<file path="src/hcs_consts.svh">
`ifndef HCS_CONSTS_SVH
`define HCS_CONSTS_SVH
// Clock and tick
`define HCS_CLK_HZ          10000000
`define HCS_TICK_MS_CYC     (`HCS_CLK_HZ / 1000)
// Temperatures in whole degrees C, range codes and the DAC full-scale code
`define HCS_MIN_HEAT_SET    10'd40
`define HCS_AMB_MAX         10'd40
`define HCS_RANGE_200       2'd0
`define HCS_RANGE_300       2'd1
`define HCS_RANGE_400       2'd2
`define HCS_RANGE_500       2'd3
`define HCS_SCALE_300       10'd300
`define HCS_SCALE_500       10'd500
`define HCS_DAC_FULL        12'hfff
// Intervals in ms, and the calibration step count
`define HCS_LOCKOUT_MS      8'd200
`define HCS_CAL_STEP_MS     10'd1000
`define HCS_CAL_COUNT       4'd14
`define HCS_HOLD2S_MS       12'd2000
`define HCS_HOLD_BLANK_MS   7'd100
`define HCS_FOOT_HOLD_MAX   12'd2000
// Counter
`define HCS_CYCLE_MAX       30'd999999999
`endif

</file>
<file path="src/hcs_pkg.sv">
package hcs_pkg;
	timeunit 1ns;
	timeprecision 1ns;
	typedef enum logic [1:0] {HCS_HOLD_OFF, HCS_HOLD_ON, HCS_HOLD_2S} hcs_hold_mode_t;
	typedef enum logic [1:0] {HCS_CAL_IDLE, HCS_CAL_RUN} hcs_cal_state_t;
endpackage

</file>
<file path="src/hcs_sequencer.sv">
`include "hcs_consts.svh"
module hcs_sequencer (
	input  wire logic                   clk_sys,
	input  wire logic                   sys_rst,
	input  wire logic                   jaw_close_in,
	input  wire logic                   heat_start_in,
	input  wire logic                   manual_heat_key,
	input  wire logic                   enter_key,
	input  wire logic                   menu_at_cal,
	input  wire logic                   home_view,
	input  wire logic                   alarm_shown,
	input  wire logic                   alarm_ack,
	input  wire logic                   cal_block_fault,
	input  wire logic                   band_cooling_fast,
	input  wire logic [9:0]             set_point,
	input  wire logic [9:0]             actual_temp,
	input  wire logic [5:0]             ambient_ref_in,
	input  wire logic [1:0]             temp_range,
	input  wire logic [4:0]             foot_hold_ds,
	input  wire logic                   timing_holds_relay,
	input  wire logic                   seal_phase_end,
	input  wire logic                   single_mode,
	input  wire hcs_pkg::hcs_hold_mode_t hold_mode,
	output logic                        load_relay,
	output logic                        heat_band1,
	output logic                        heat_band2,
	output logic                        timing_launch,
	output logic                        heat_refused,
	output logic                        cal_running,
	output logic [3:0]                  cal_countdown,
	output logic [5:0]                  cal_ambient,
	output logic                        msg_band_hot,
	output logic                        msg_cal_locked,
	output logic                        hold_time_alarm,
	output logic [11:0]                 temp_out_code,
	output logic [9:0]                  disp_temp,
	output logic                        hold_indicator,
	output logic [29:0]                 cycle_count
);
	timeunit 1ns;
	timeprecision 1ns;
	import hcs_pkg::*;

	logic tick_ms, jaw_s, start_s;
	hcs_tick u_tick (.clk_sys(clk_sys), .sys_rst(sys_rst), .tick_ms(tick_ms));
	hcs_sync u_sync_jaw (.clk_sys(clk_sys), .sys_rst(sys_rst), .din(jaw_close_in),
		.dout(jaw_s));
	hcs_sync u_sync_start (.clk_sys(clk_sys), .sys_rst(sys_rst), .din(heat_start_in),
		.dout(start_s));

	// Previous values for edge detection
	logic jaw_prev_q, start_prev_q;
	always_ff @(posedge clk_sys) begin
		if (sys_rst) begin
			jaw_prev_q   <= 1'b0;
			start_prev_q <= 1'b0;
		end else begin
			jaw_prev_q   <= jaw_s;
			start_prev_q <= start_s;
		end
	end
	wire jaw_rise   = jaw_s & ~jaw_prev_q;
	wire jaw_fall   = ~jaw_s & jaw_prev_q;
	wire start_rise = start_s & ~start_prev_q;
	wire start_fall = ~start_s & start_prev_q;

	// Calibration sequence
	hcs_cal_state_t cal_q, cal_d;
	logic [3:0]     cnt_q;
	logic [9:0]     cal_ms_q;
	logic [5:0]     amb_q;
	wire cal_req   = menu_at_cal & enter_key;
	wire cal_ok    = ~band_cooling_fast & ~start_s & ~cal_block_fault;
	wire cal_go    = (cal_q == HCS_CAL_IDLE) & cal_req & cal_ok;
	wire cal_sec   = tick_ms & (cal_ms_q == `HCS_CAL_STEP_MS - 10'd1);
	wire cal_done  = (cal_q == HCS_CAL_RUN) & cal_sec & (cnt_q == 4'h0);
	wire cal_on    = (cal_q == HCS_CAL_RUN);
	always_comb begin
		case (cal_q)
			HCS_CAL_IDLE: cal_d = cal_go ? HCS_CAL_RUN : HCS_CAL_IDLE;
			HCS_CAL_RUN:  cal_d = cal_done ? HCS_CAL_IDLE : HCS_CAL_RUN;
			default:      cal_d = HCS_CAL_IDLE;
		endcase
	end
	// Countdown steps once per second from 14, giving about 15 s in all
	always_ff @(posedge clk_sys) begin
		if (sys_rst) begin
			cal_q    <= HCS_CAL_IDLE;
			cnt_q    <= 4'h0;
			cal_ms_q <= 10'h0;
		end else begin
			cal_q    <= cal_d;
			cnt_q    <= cal_go ? `HCS_CAL_COUNT : (cal_sec && cnt_q != 4'h0) ? cnt_q - 4'h1 : cnt_q;
			cal_ms_q <= cal_go ? 10'h0 : !tick_ms ? cal_ms_q : cal_sec ? 10'h0 : cal_ms_q + 10'h1;
		end
	end
	// Ambient reference clamped to 0..40, taken only when idle
	wire [5:0] amb_clamp = (ambient_ref_in > 6'(`HCS_AMB_MAX)) ? 6'(`HCS_AMB_MAX) : ambient_ref_in;
	always_ff @(posedge clk_sys) begin
		if (sys_rst) amb_q <= 6'd20;
		else if (!cal_on) amb_q <= amb_clamp;
	end
	assign cal_running    = cal_on;
	assign cal_countdown  = cal_on ? cnt_q : 4'h0;
	assign cal_ambient    = amb_q;
	assign msg_band_hot   = menu_at_cal & band_cooling_fast;
	assign msg_cal_locked = menu_at_cal & start_s;

	// 200 ms lockouts after jaw and start release
	logic [7:0] jaw_lock_q, start_lock_q;
	always_ff @(posedge clk_sys) begin
		if (sys_rst) begin
			jaw_lock_q   <= 8'h0;
			start_lock_q <= 8'h0;
		end else begin
			jaw_lock_q   <= jaw_fall ? `HCS_LOCKOUT_MS :
				(tick_ms && jaw_lock_q != 8'h0) ? jaw_lock_q - 8'h1 : jaw_lock_q;
			start_lock_q <= start_fall ? `HCS_LOCKOUT_MS :
				(tick_ms && start_lock_q != 8'h0) ? start_lock_q - 8'h1 : start_lock_q;
		end
	end
	wire jaw_locked   = (jaw_lock_q != 8'h0);
	wire start_locked = (start_lock_q != 8'h0);

	// Jaw input acceptance; a held contact stays refused until re-pressed
	logic jaw_act_q;
	wire  jaw_block = cal_on | alarm_shown;
	always_ff @(posedge clk_sys) begin
		if (sys_rst) jaw_act_q <= 1'b0;
		else if (!jaw_s || jaw_block) jaw_act_q <= 1'b0;
		else if (jaw_rise && !jaw_locked) jaw_act_q <= 1'b1;
	end

	// Foot hold timer, in 100 ms steps up to 2.0 s
	logic [11:0] fh_q;
	logic        fh_wait_q;
	wire  [11:0] fh_load = 12'(foot_hold_ds) * 12'd100;
	wire  [11:0] fh_clip = (fh_load > `HCS_FOOT_HOLD_MAX) ? `HCS_FOOT_HOLD_MAX : fh_load;
	wire         jaw_take = jaw_rise & ~jaw_locked & ~jaw_block;
	always_ff @(posedge clk_sys) begin
		if (sys_rst) fh_q <= 12'h0;
		else if (jaw_take) fh_q <= fh_clip;
		else if (jaw_block) fh_q <= 12'h0;
		else if (tick_ms && fh_q != 12'h0) fh_q <= fh_q - 12'h1;
	end
	// Start must arrive before the hold expires
	always_ff @(posedge clk_sys) begin
		if (sys_rst) fh_wait_q <= 1'b0;
		else if (jaw_take) fh_wait_q <= (fh_clip != 12'h0);
		else if (start_s) fh_wait_q <= 1'b0;
		else if (fh_q == 12'h0) fh_wait_q <= 1'b0;
	end
	logic alarm_q;
	wire  fh_expire = fh_wait_q & ~start_s & (fh_q == 12'h0);
	always_ff @(posedge clk_sys) begin
		if (sys_rst) alarm_q <= 1'b0;
		else if (fh_expire) alarm_q <= 1'b1;
		else if (alarm_ack) alarm_q <= 1'b0;
	end
	assign hold_time_alarm = alarm_q;

	// Start trigger: edge, outside lockout, not in calibration
	wire start_take = start_rise & ~start_locked & ~cal_on;
	wire set_ok     = (set_point > `HCS_MIN_HEAT_SET);
	wire manual_heat_key_take  = manual_heat_key & home_view & ~cal_on;
	logic launch_q, refuse_q;
	always_ff @(posedge clk_sys) begin
		if (sys_rst) begin
			launch_q <= 1'b0;
			refuse_q <= 1'b0;
		end else begin
			launch_q <= start_take & set_ok;
			refuse_q <= (start_take | (manual_heat_key & home_view)) & ~set_ok;
		end
	end
	assign timing_launch = launch_q;
	assign heat_refused  = refuse_q;

	// Relay and band drive; a running hold overrides the release lockout, or it could never hold
	logic relay_q, band1_q, band2_q;
	wire  relay_d = (jaw_act_q & ~jaw_locked) | (fh_q != 12'h0) | timing_holds_relay;
	wire  heat_d  = manual_heat_key_take & set_ok & ~cal_on;
	always_ff @(posedge clk_sys) begin
		if (sys_rst) begin
			relay_q <= 1'b0;
			band1_q <= 1'b0;
			band2_q <= 1'b0;
		end else begin
			relay_q <= relay_d & ~cal_on;
			band1_q <= heat_d;
			band2_q <= heat_d & ~single_mode;
		end
	end
	assign load_relay = relay_q;
	assign heat_band1 = band1_q;
	assign heat_band2 = band2_q;

	// Cycle counter
	logic [29:0] cyc_q;
	always_ff @(posedge clk_sys) begin
		if (sys_rst || enter_key) cyc_q <= 30'h0;
		else if (start_take) cyc_q <= (cyc_q == `HCS_CYCLE_MAX) ? 30'h0 : cyc_q + 30'h1;
	end
	assign cycle_count = cyc_q;

	// Output scaling; 200 uses 300 scale, 400 uses 500 scale
	wire        big_scale = temp_range[1];
	wire [9:0]  scale_top = big_scale ? `HCS_SCALE_500 : `HCS_SCALE_300;
	wire [9:0]  t_clip    = (actual_temp > scale_top) ? scale_top : actual_temp;
	wire [21:0] t_prod    = 22'(t_clip) * 22'(`HCS_DAC_FULL);
	wire [11:0] t_code    = 12'(t_prod / 22'(scale_top));
	logic [11:0] out_q;
	always_ff @(posedge clk_sys) begin
		if (sys_rst) out_q <= 12'h0;
		else out_q <= cal_on ? 12'h0 : t_code;
	end
	assign temp_out_code = out_q;

	// Display hold: latch at phase end; live after reset, or after alarm ack in HCS_HOLD_ON and after 2 s in HCS_HOLD_2S
	logic [9:0]  held_q;
	logic        have_q;
	logic [11:0] h2_q;
	logic [6:0]  blank_q;
	always_ff @(posedge clk_sys) begin
		if (sys_rst) begin
			held_q <= 10'h0;
			have_q <= 1'b0;
			h2_q   <= 12'h0;
		end else begin
			if (seal_phase_end) held_q <= actual_temp;
			have_q <= seal_phase_end | (have_q & ~alarm_ack);
			h2_q   <= seal_phase_end ? `HCS_HOLD2S_MS :
				(tick_ms && h2_q != 12'h0) ? h2_q - 12'h1 : h2_q;
		end
	end
	always_ff @(posedge clk_sys) begin
		if (sys_rst) blank_q <= 7'h0;
		else if (seal_phase_end) blank_q <= `HCS_HOLD_BLANK_MS;
		else if (tick_ms && blank_q != 7'h0) blank_q <= blank_q - 7'h1;
	end
	wire showing_held = (hold_mode == HCS_HOLD_ON) ? have_q :
		(hold_mode == HCS_HOLD_2S) ? (h2_q != 12'h0) : 1'b0;
	logic [9:0] disp_q;
	logic       ind_q;
	always_ff @(posedge clk_sys) begin
		if (sys_rst) begin
			disp_q <= 10'h0;
			ind_q  <= 1'b0;
		end else begin
			disp_q <= showing_held ? held_q : actual_temp;
			ind_q  <= showing_held & (blank_q == 7'h0);
		end
	end
	assign disp_temp      = disp_q;
	assign hold_indicator = ind_q;

	// Checks
	cal_out_zero_a: assert property (@(posedge clk_sys) disable iff (sys_rst)
		cal_on |=> temp_out_code == 12'h0) else $error("output not zero in cal");
	cal_no_heat_a: assert property (@(posedge clk_sys) disable iff (sys_rst)
		$past(cal_on) |-> !heat_band1 && !heat_band2) else $error("heat during cal");
	low_set_a: assert property (@(posedge clk_sys) disable iff (sys_rst)
		!set_ok && $stable(set_point) |=> !heat_band1 && !timing_launch) else $error("low set heat");
	jaw_lock_a: assert property (@(posedge clk_sys) disable iff (sys_rst)
		jaw_fall && !timing_holds_relay && fh_q == 12'h0 ##1 !timing_holds_relay
		|=> !load_relay) else $error("relay on in lockout");
	single_band_a: assert property (@(posedge clk_sys) disable iff (sys_rst)
		$past(single_mode) |-> !heat_band2) else $error("band2 in single");
	cal_refuse_a: assert property (@(posedge clk_sys) disable iff (sys_rst)
		cal_q == HCS_CAL_IDLE && (band_cooling_fast || start_s || cal_block_fault)
		|=> !cal_running) else $error("cal not refused");
	start_cal_a: assert property (@(posedge clk_sys) disable iff (sys_rst)
		cal_on |=> !timing_launch) else $error("start in cal");
	cycle_clear_a: assert property (@(posedge clk_sys) disable iff (sys_rst)
		enter_key |=> cycle_count == 30'h0) else $error("counter not cleared");
	hold_alarm_a: assert property (@(posedge clk_sys) disable iff (sys_rst)
		fh_expire && !alarm_ack |=> hold_time_alarm) else $error("no hold alarm");
	cal_run_c: cover property (@(posedge clk_sys) cal_go ##1 cal_on);
	launch_c: cover property (@(posedge clk_sys) timing_launch);
	hold_c: cover property (@(posedge clk_sys) hold_indicator);
endmodule

</file>
<file path="src/hcs_sync.sv">
`include "hcs_consts.svh"
// Three-stage synchroniser; a change is taken once stages one and two agree
module hcs_sync (
	input  wire logic clk_sys,
	input  wire logic sys_rst,
	input  wire logic din,
	output logic      dout
);
	timeunit 1ns;
	timeprecision 1ns;
	logic [2:0] s_q;
	logic       o_q;
	wire        agree = (s_q[1] == s_q[2]);
	// Stage zero is read only by stage one
	always_ff @(posedge clk_sys) begin
		if (sys_rst) s_q <= 3'h0;
		else s_q <= {s_q[1:0], din};
	end
	always_ff @(posedge clk_sys) begin
		if (sys_rst) o_q <= 1'b0;
		else if (agree) o_q <= s_q[2];
	end
	assign dout = o_q;
endmodule

</file>
<file path="src/hcs_tick.sv">
`include "hcs_consts.svh"
// Millisecond tick from the system clock
module hcs_tick (
	input  wire logic clk_sys,
	input  wire logic sys_rst,
	output logic      tick_ms
);
	timeunit 1ns;
	timeprecision 1ns;
	localparam logic [13:0] LAST = 14'(`HCS_TICK_MS_CYC - 1);
	logic [13:0] cnt_q;
	wire         wrap = (cnt_q == LAST);
	always_ff @(posedge clk_sys) begin
		if (sys_rst || wrap) cnt_q <= 14'h0;
		else cnt_q <= cnt_q + 14'h1;
	end
	assign tick_ms = wrap;
	tick_period_a: assert property (@(posedge clk_sys) disable iff (sys_rst)
		tick_ms |=> !tick_ms) else $error("tick too frequent");
endmodule

</file>
<file path="config.mk">
export PLATFORM = sky130hd
export DESIGN_NAME = hcs_sequencer
export DESIGN_NICKNAME = d
export VERILOG_FILES = /design/src/hcs_pkg.sv /design/src/hcs_sequencer.sv /design/src/hcs_sync.sv /design/src/hcs_tick.sv
export VERILOG_INCLUDE_DIRS = /design/src
export SDC_FILE = /design/constraint.sdc
export NUM_CORES = 1
export LEC_CHECK = 0
export BUFFER_PORTS_ARGS = -buffer_cell sky130_fd_sc_hd__buf_2
export CAP_MARGIN = 40
export CORE_ASPECT_RATIO = 0.7
export CORE_MARGIN = 1
export CORE_UTILIZATION = 55
export CTS_BUF_LIST = sky130_fd_sc_hd__clkbuf_4
export CTS_CLUSTER_SIZE = 40
export DETAILED_ROUTE_END_ITERATION = 6
export PLACE_DENSITY = 0.77
export SYNTH_ARGS = -nofsm -noshare
export SYNTH_HDL_FRONTEND = slang
export SYNTH_HIERARCHICAL = 1
export SYNTH_SLANG_ARGS = --single-unit
</file>
<file path="constraint.sdc">
create_clock -name clk_sys -period 115.4 [get_ports clk_sys]
set_clock_uncertainty 0.05 [all_clocks]
set_input_delay 23.08 -clock clk_sys [delete_from_list [all_inputs] [get_ports clk_sys]]
set_output_delay 23.08 -clock clk_sys [all_outputs]
set_load 0.01 [all_outputs]
</file>
# == Word-level counts from Yosys, hierarchy flattened ==
# Index checks and enable logic that the tools add are counted.
# classes
magnitude_cmp,4
div,1
addsub,9
bitwise_logic,49
muxes,31
reduce_logical,37
n_eq_ne,8
mul,2
# ops
op,count
$mux W12,4
$mux W8,5
$reduce_bool A12 Y1,3
$and A1 B1 Y1,31
$add A30 B1 Y30 const B,1
$eq A30 B30 Y1 const B,1
$mux W10,3
$mux W30,1
$sub A12 B1 Y12 const B,2
$div A22 B10 Y22,1
$mul A10 B12 Y22 const B,1
$mux W11,2
$reduce_bool A8 Y1,2
$sub A8 B1 Y8 const B,2
$add A14 B1 Y14 const B,1
$eq A14 B14 Y1 const B,1
$mux W7,2
$not A1 Y1,13
$gt A12 B11 Y1 const B,1
$logic_not A12 Y1,1
$mux W4,3
$reduce_bool A2 Y1,6
$reduce_or A2 Y1,6
$add A10 B1 Y10 const B,1
23 further kinds,47
# totals
wordCells,176
register_bits,165
out_inout_bits,72

# == Logic depth before layout (Yosys ltp) ==
# depth
ltp_word,6
ltp_mapped,173

# == Modules after synthesis ==
# The synthesis kept the hierarchy.
# modules_own_cells
module,area_per_inst_um2,instances,cells_per_inst,seq_area_each_um2
hcs_sequencer,16308.1,1,2067,2842.7
hcs_tick,610.6,1,70,280.3
hcs_sync,112.6,2,10,80.1

# == Worst setup path after synthesis ==
# No wires, ideal clock.
# synth_path
path_type,input-to-reg
startpoint,input temp_range[1]
endpoint,"register out_q[0], in the netlist temp_out_code[0]"
cell_stages,162
setup_ns,0.074
arrival_ns,56.326
n_path_buf,7
setup_slack_ns,58.950
required_ns,115.276
path_cell_list,inv_1 > ha_1 > a21o_1 > a221oi_1 > a31o_2 > nor2_1 > a21oi_1 > inv_1 > fa_1 > inv_1 > ha_1 > xnor2_1 > inv_1 > fa_1 > inv_1 > fa_1 > fa_1 > ha_1 > [126 not listed] > nand2_1 > xor2_1 > ha_1 > nor2b_1 > o21ai_0 > nand2b_1 > o21a_1 > o31ai_2 > nand4_4 > xnor2_1 > ha_1 > a21oi_1 > nor2b_1 > o21ai_0 > or3b_2 > mux2i_1 > o311ai_1 > a31oi_1
# synth_between
elab_chain_len,5
# synth_lines
element,line_no,source
"start, declared",hcs_sequencer.sv:18,"input wire logic [1:0] temp_range,"
$mux W8 (no line) (*),n/a,
$gt A10 B9 Y1,hcs_sequencer.sv:209,wire [9:0] t_clip = (actual_temp > scale_top) ? scale_top : actual_temp;
$mux W10,hcs_sequencer.sv:209,
$mul A10 B12 Y22,hcs_sequencer.sv:210,wire [21:0] t_prod = 22'(t_clip) * 22'(`HCS_DAC_FULL);
$div A22 B10 Y22 (*),hcs_sequencer.sv:211,wire [11:0] t_code = 12'(t_prod / 22'(scale_top));
"end signal, assigned",hcs_sequencer.sv:215,else out_q <= cal_on ? 12'h0 : t_code;
"end, declared",hcs_sequencer.sv:212,logic [11:0] out_q;
# Mark *: on every way between the ends. The rest lies on a longest branch, timed or not.
# A chain may end at the register's enable or synchronous reset.

# == Final worst setup path ==
# Ends and elaborated chain as after synthesis.

==> results.md <==
- Logic depth of the worst register-to-register path: 7
- Number of vias in the routed layout: around 16,000
- Final-report setup violation count: 0
- R2r startpoint: jaw_lock_q[3]
- Min-delay worst type: flip-flop to flip-flop
- Critical R2R Capture: fh_wait_q
- Most frequent cells after synthesis: 250 x nor2_1, 169 x nand2_1, 164 x dfxtp_1
- Pin count of the biggest net entering global routing: roughly 80
- Count of hold-fix buffers inserted at cts: 0
- Initial core utilization: ~57%
- Main flop type after synthesis: dfxtp_1
- Routed WL: about 43 mm
- Largest stage delay, worst path: roughly 0.79 ns
- First-pass GRT wire length: slightly above 70 mm
- Area occupied by multi-input gates: 13,100 um2
- R2R setup slack: ~110 ns
- Floorplan row count: 53
- Post-synthesis cell count: approximately 2,200
- Count of different cell masters after synthesis: between 100 and 150
- RSZ-0062 raised after global routing: no
- Die area: 31,900 um2
- Number of violations reported at the end of detailed-routing iteration 0: 1,220
- Sequential cell area: 3280 um2
- Proportion of register bits with asynchronous set or reset after synthesis: 0%
- Area growth from synthesis to final layout: 7.22%
- Period utilization: between 50% and 60%
- Achievable Freq: about 0.016 GHz
- Gp weighted congestion: just over 0.9
- WHS: roughly 0.41 ns
- Sequential share of the synthesized area: between 10% and 20%
- Maximum fanout along the worst path: 20
- Compound-cell area share of the yosys netlist: 21.7%
- Minimum setup slack in the final design: approximately 53 ns
- Number of placed I/O pins: between 100 and 150
- Basic-gate share of the synthesized area counting and, or, nand and nor cells: approximately a quarter
- Endpoint arrival time on the critical path: ~63 ns
- Library cell occupying the most area in the post-synthesis netlist: dfxtp_1
- Post-synthesis adder-cell area fraction: 15.3%
- Result of the run: completed
- Crit path time final: approximately 63 ns
- Port buffer count: 120
- Number of max-capacitance violations reported: 0
- Cells on Worst Hold Path: 1
- Launching instance or port of the critical path: temp_range[1]
- Post-layout util: about three fifths
- Clock transition at the register clock pins on the worst setup and hold paths after CTS: about 0.15 ns
- Number of enable flip-flop cells after synthesis: 0
- Slowest CP cell: clkinv_1
- Number of antenna violations at the first check in global routing: 1
- Total GRT Usage: a little over a quarter
- Cell chosen for the clock root: clkbuf_4
- Top cells by area, synth: dfxtp_1 19%, ha_1 11%, nor2_1 5.5%
- Synth Area in XOR/XNOR: 9.60%
- Clock Sinks: about 160
- Maximum level of the CTS H-tree: 4
- Filler cell count: roughly 2,700
- Total number of nets in the final design: approximately 2,500
- Routed via count divided by cell count: a little over 6
- Setup TNS after final layout: 0 ns
- Mux cell area share after synthesis: between 3 and 4%
- Vias in the first global route: 14,600
- Number of hold violations in the final report: 0
- Mean Syn Cell Area: around 7.9 um2
- Buffers inserted by post-CTS timing repair: 0
- Drc violations: 0
- Clk_lat worst skew: 0.60 ns
- Critical Path Source Type: input port
- TritonCTS clock tree: built
- Chip Width: 213 um
- Antenna viol nets, final: 0
- Summed instance area of the synthesized netlist: 17,100 um2
- CORE AREA: around 30,000 um2
- Kind of capture point of the worst setup path: flip-flop
- Pre-CTS WS: around 53 ns
- Required @ worst endpoint: 115.86 ns
- Most used standard cell by instance count after synthesis: nor2_1
- Post-detailed-route wirelength per cell: around 16 um
- Critical path endpoint: temp_out_code[0]
- Number of storage elements in the synthesis netlist: roughly 160
- Placed wire-length estimate after detailed placement: between 30 and 40 mm
- Die outline height: 150 um
- Portion of synthesized cell area occupied by the leading cell type: about a fifth
- First drt pass iteration count: 5
- Total gr overflow: 0
- Worst setup path category: input port to flip-flop
- CTS Buf Count: 17
- Post-CTS sizing: 0
- Fin. max-slew vios: 0
- Slew headroom: between 30% and 40%
- Slew at the pin with the worst max-slew slack: between 0.8 and 0.9 ns
- Share of cells above drive strength 1: approximately an eighth
- Dominant combinational cell family by area after synthesis: simple AND/OR/NAND/NOR gates
- Maximum clock path buffer count: 2
- Most frequent cell on the critical path: ha_1
- YS warnings: 6
## placed cells by master (no fill, tap or decap), types with 19 or more instances in the layout
cell type	count
a21oi_1	151
nand3_1	66
xor2_1	81
a211oi_1	25
mux2i_1	50
nor4_1	23
inv_1	132
and3_1	33
or3_1	24
nand2b_1	25
nor2_1	250
a21o_1	33
nor3_1	59
nor2b_1	31
a31oi_1	24
clkbuf_4	19
ha_1	153
buf_2	120
and2_1	32
o21ai_0	63
dfxtp_1	164
fa_1	35
nand2_1	169
nand4_1	40
xnor2_1	105
## cell type report
type | count | share of cell area [%]
diodes | 1 | 0.0136
clock buffers | 19 | 0.776
clock inverters | 12 | 0.667
inverters | 133 | 2.72
multi-input cells | 1817 | 71.5
flip-flops and latches | 164 | 17.9
well taps | 412 | 2.80
repair buffers | 128 | 3.63
## layer usage
metal  track usage [%]  wire [um]  vias to the layer above
met4              4.86        366                        0
met1              41.2      22000                     7702
li1                  -          -                     8013
met5                 0          0                        -
met3              4.43       2760                       27
met2              40.7      18400                      504
## stage by stage
stage                     area (um2)  cells
after floorplan                17200   2160
after global placement         18100   2653
after detailed placement       18100   2654
after CTS                      18400   2685
after global routing           18400   2686
final                          18400   2686
## cell families (layout without fill, tap and decap cells)
family,Yosys count,in the layout
AOI/OAI and AO/OA,509,509
adders and majority gates,188,188
muxes,62,62
buffers and inverters,179,292
DFF,164,164
other,2,6
and+or+nand+nor,866,866
xor gates and xnor gates,187,187
## worst min-delay path by stage
stage / slack [ns] / from / end
after CTS: 0.41 / u_sync_jaw/s_q[0] / u_sync_jaw/s_q[1]
after detailed placement: 0.38 / u_sync_jaw/s_q[0] / u_sync_jaw/s_q[1]
after floorplan: 0.36 / u_sync_jaw/s_q[0] / u_sync_jaw/s_q[1]
final: 0.41 / u_sync_jaw/s_q[0] / u_sync_jaw/s_q[1]
after global routing: 0.42 / u_sync_jaw/s_q[0] / u_sync_jaw/s_q[1]
after global placement: 0.38 / u_sync_jaw/s_q[0] / u_sync_jaw/s_q[1]
## registers in the layout (all words and copies together) (netlist names), 3 cells and up
signal and count:
u_tick/cnt_q 14, cnt_q 4, cal_ambient 6, held_q 10, blank_q 7, u_sync_start/s_q 3, u_sync_jaw/s_q 3, h2_q 12
jaw_lock_q 8, temp_out_code 12, start_lock_q 8, fh_q 12, cycle_count 30, disp_temp 10, cal_ms_q 10
## worst max-delay path, delay by kind of cell
| family | cells | cell delay (ns) |
|---|---|---|
| compound gates | 52 | 13.87 |
| buf+inv | 13 | 2.23 |
| mux | 4 | 1.50 |
| xor+xnor | 10 | 2.61 |
| simple gates | 59 | 11.90 |
| fa+ha+maj | 21 | 7.86 |
Power is not shown: default switching activity piles up to over one toggle a cycle in this logic, so the estimate is an artifact.
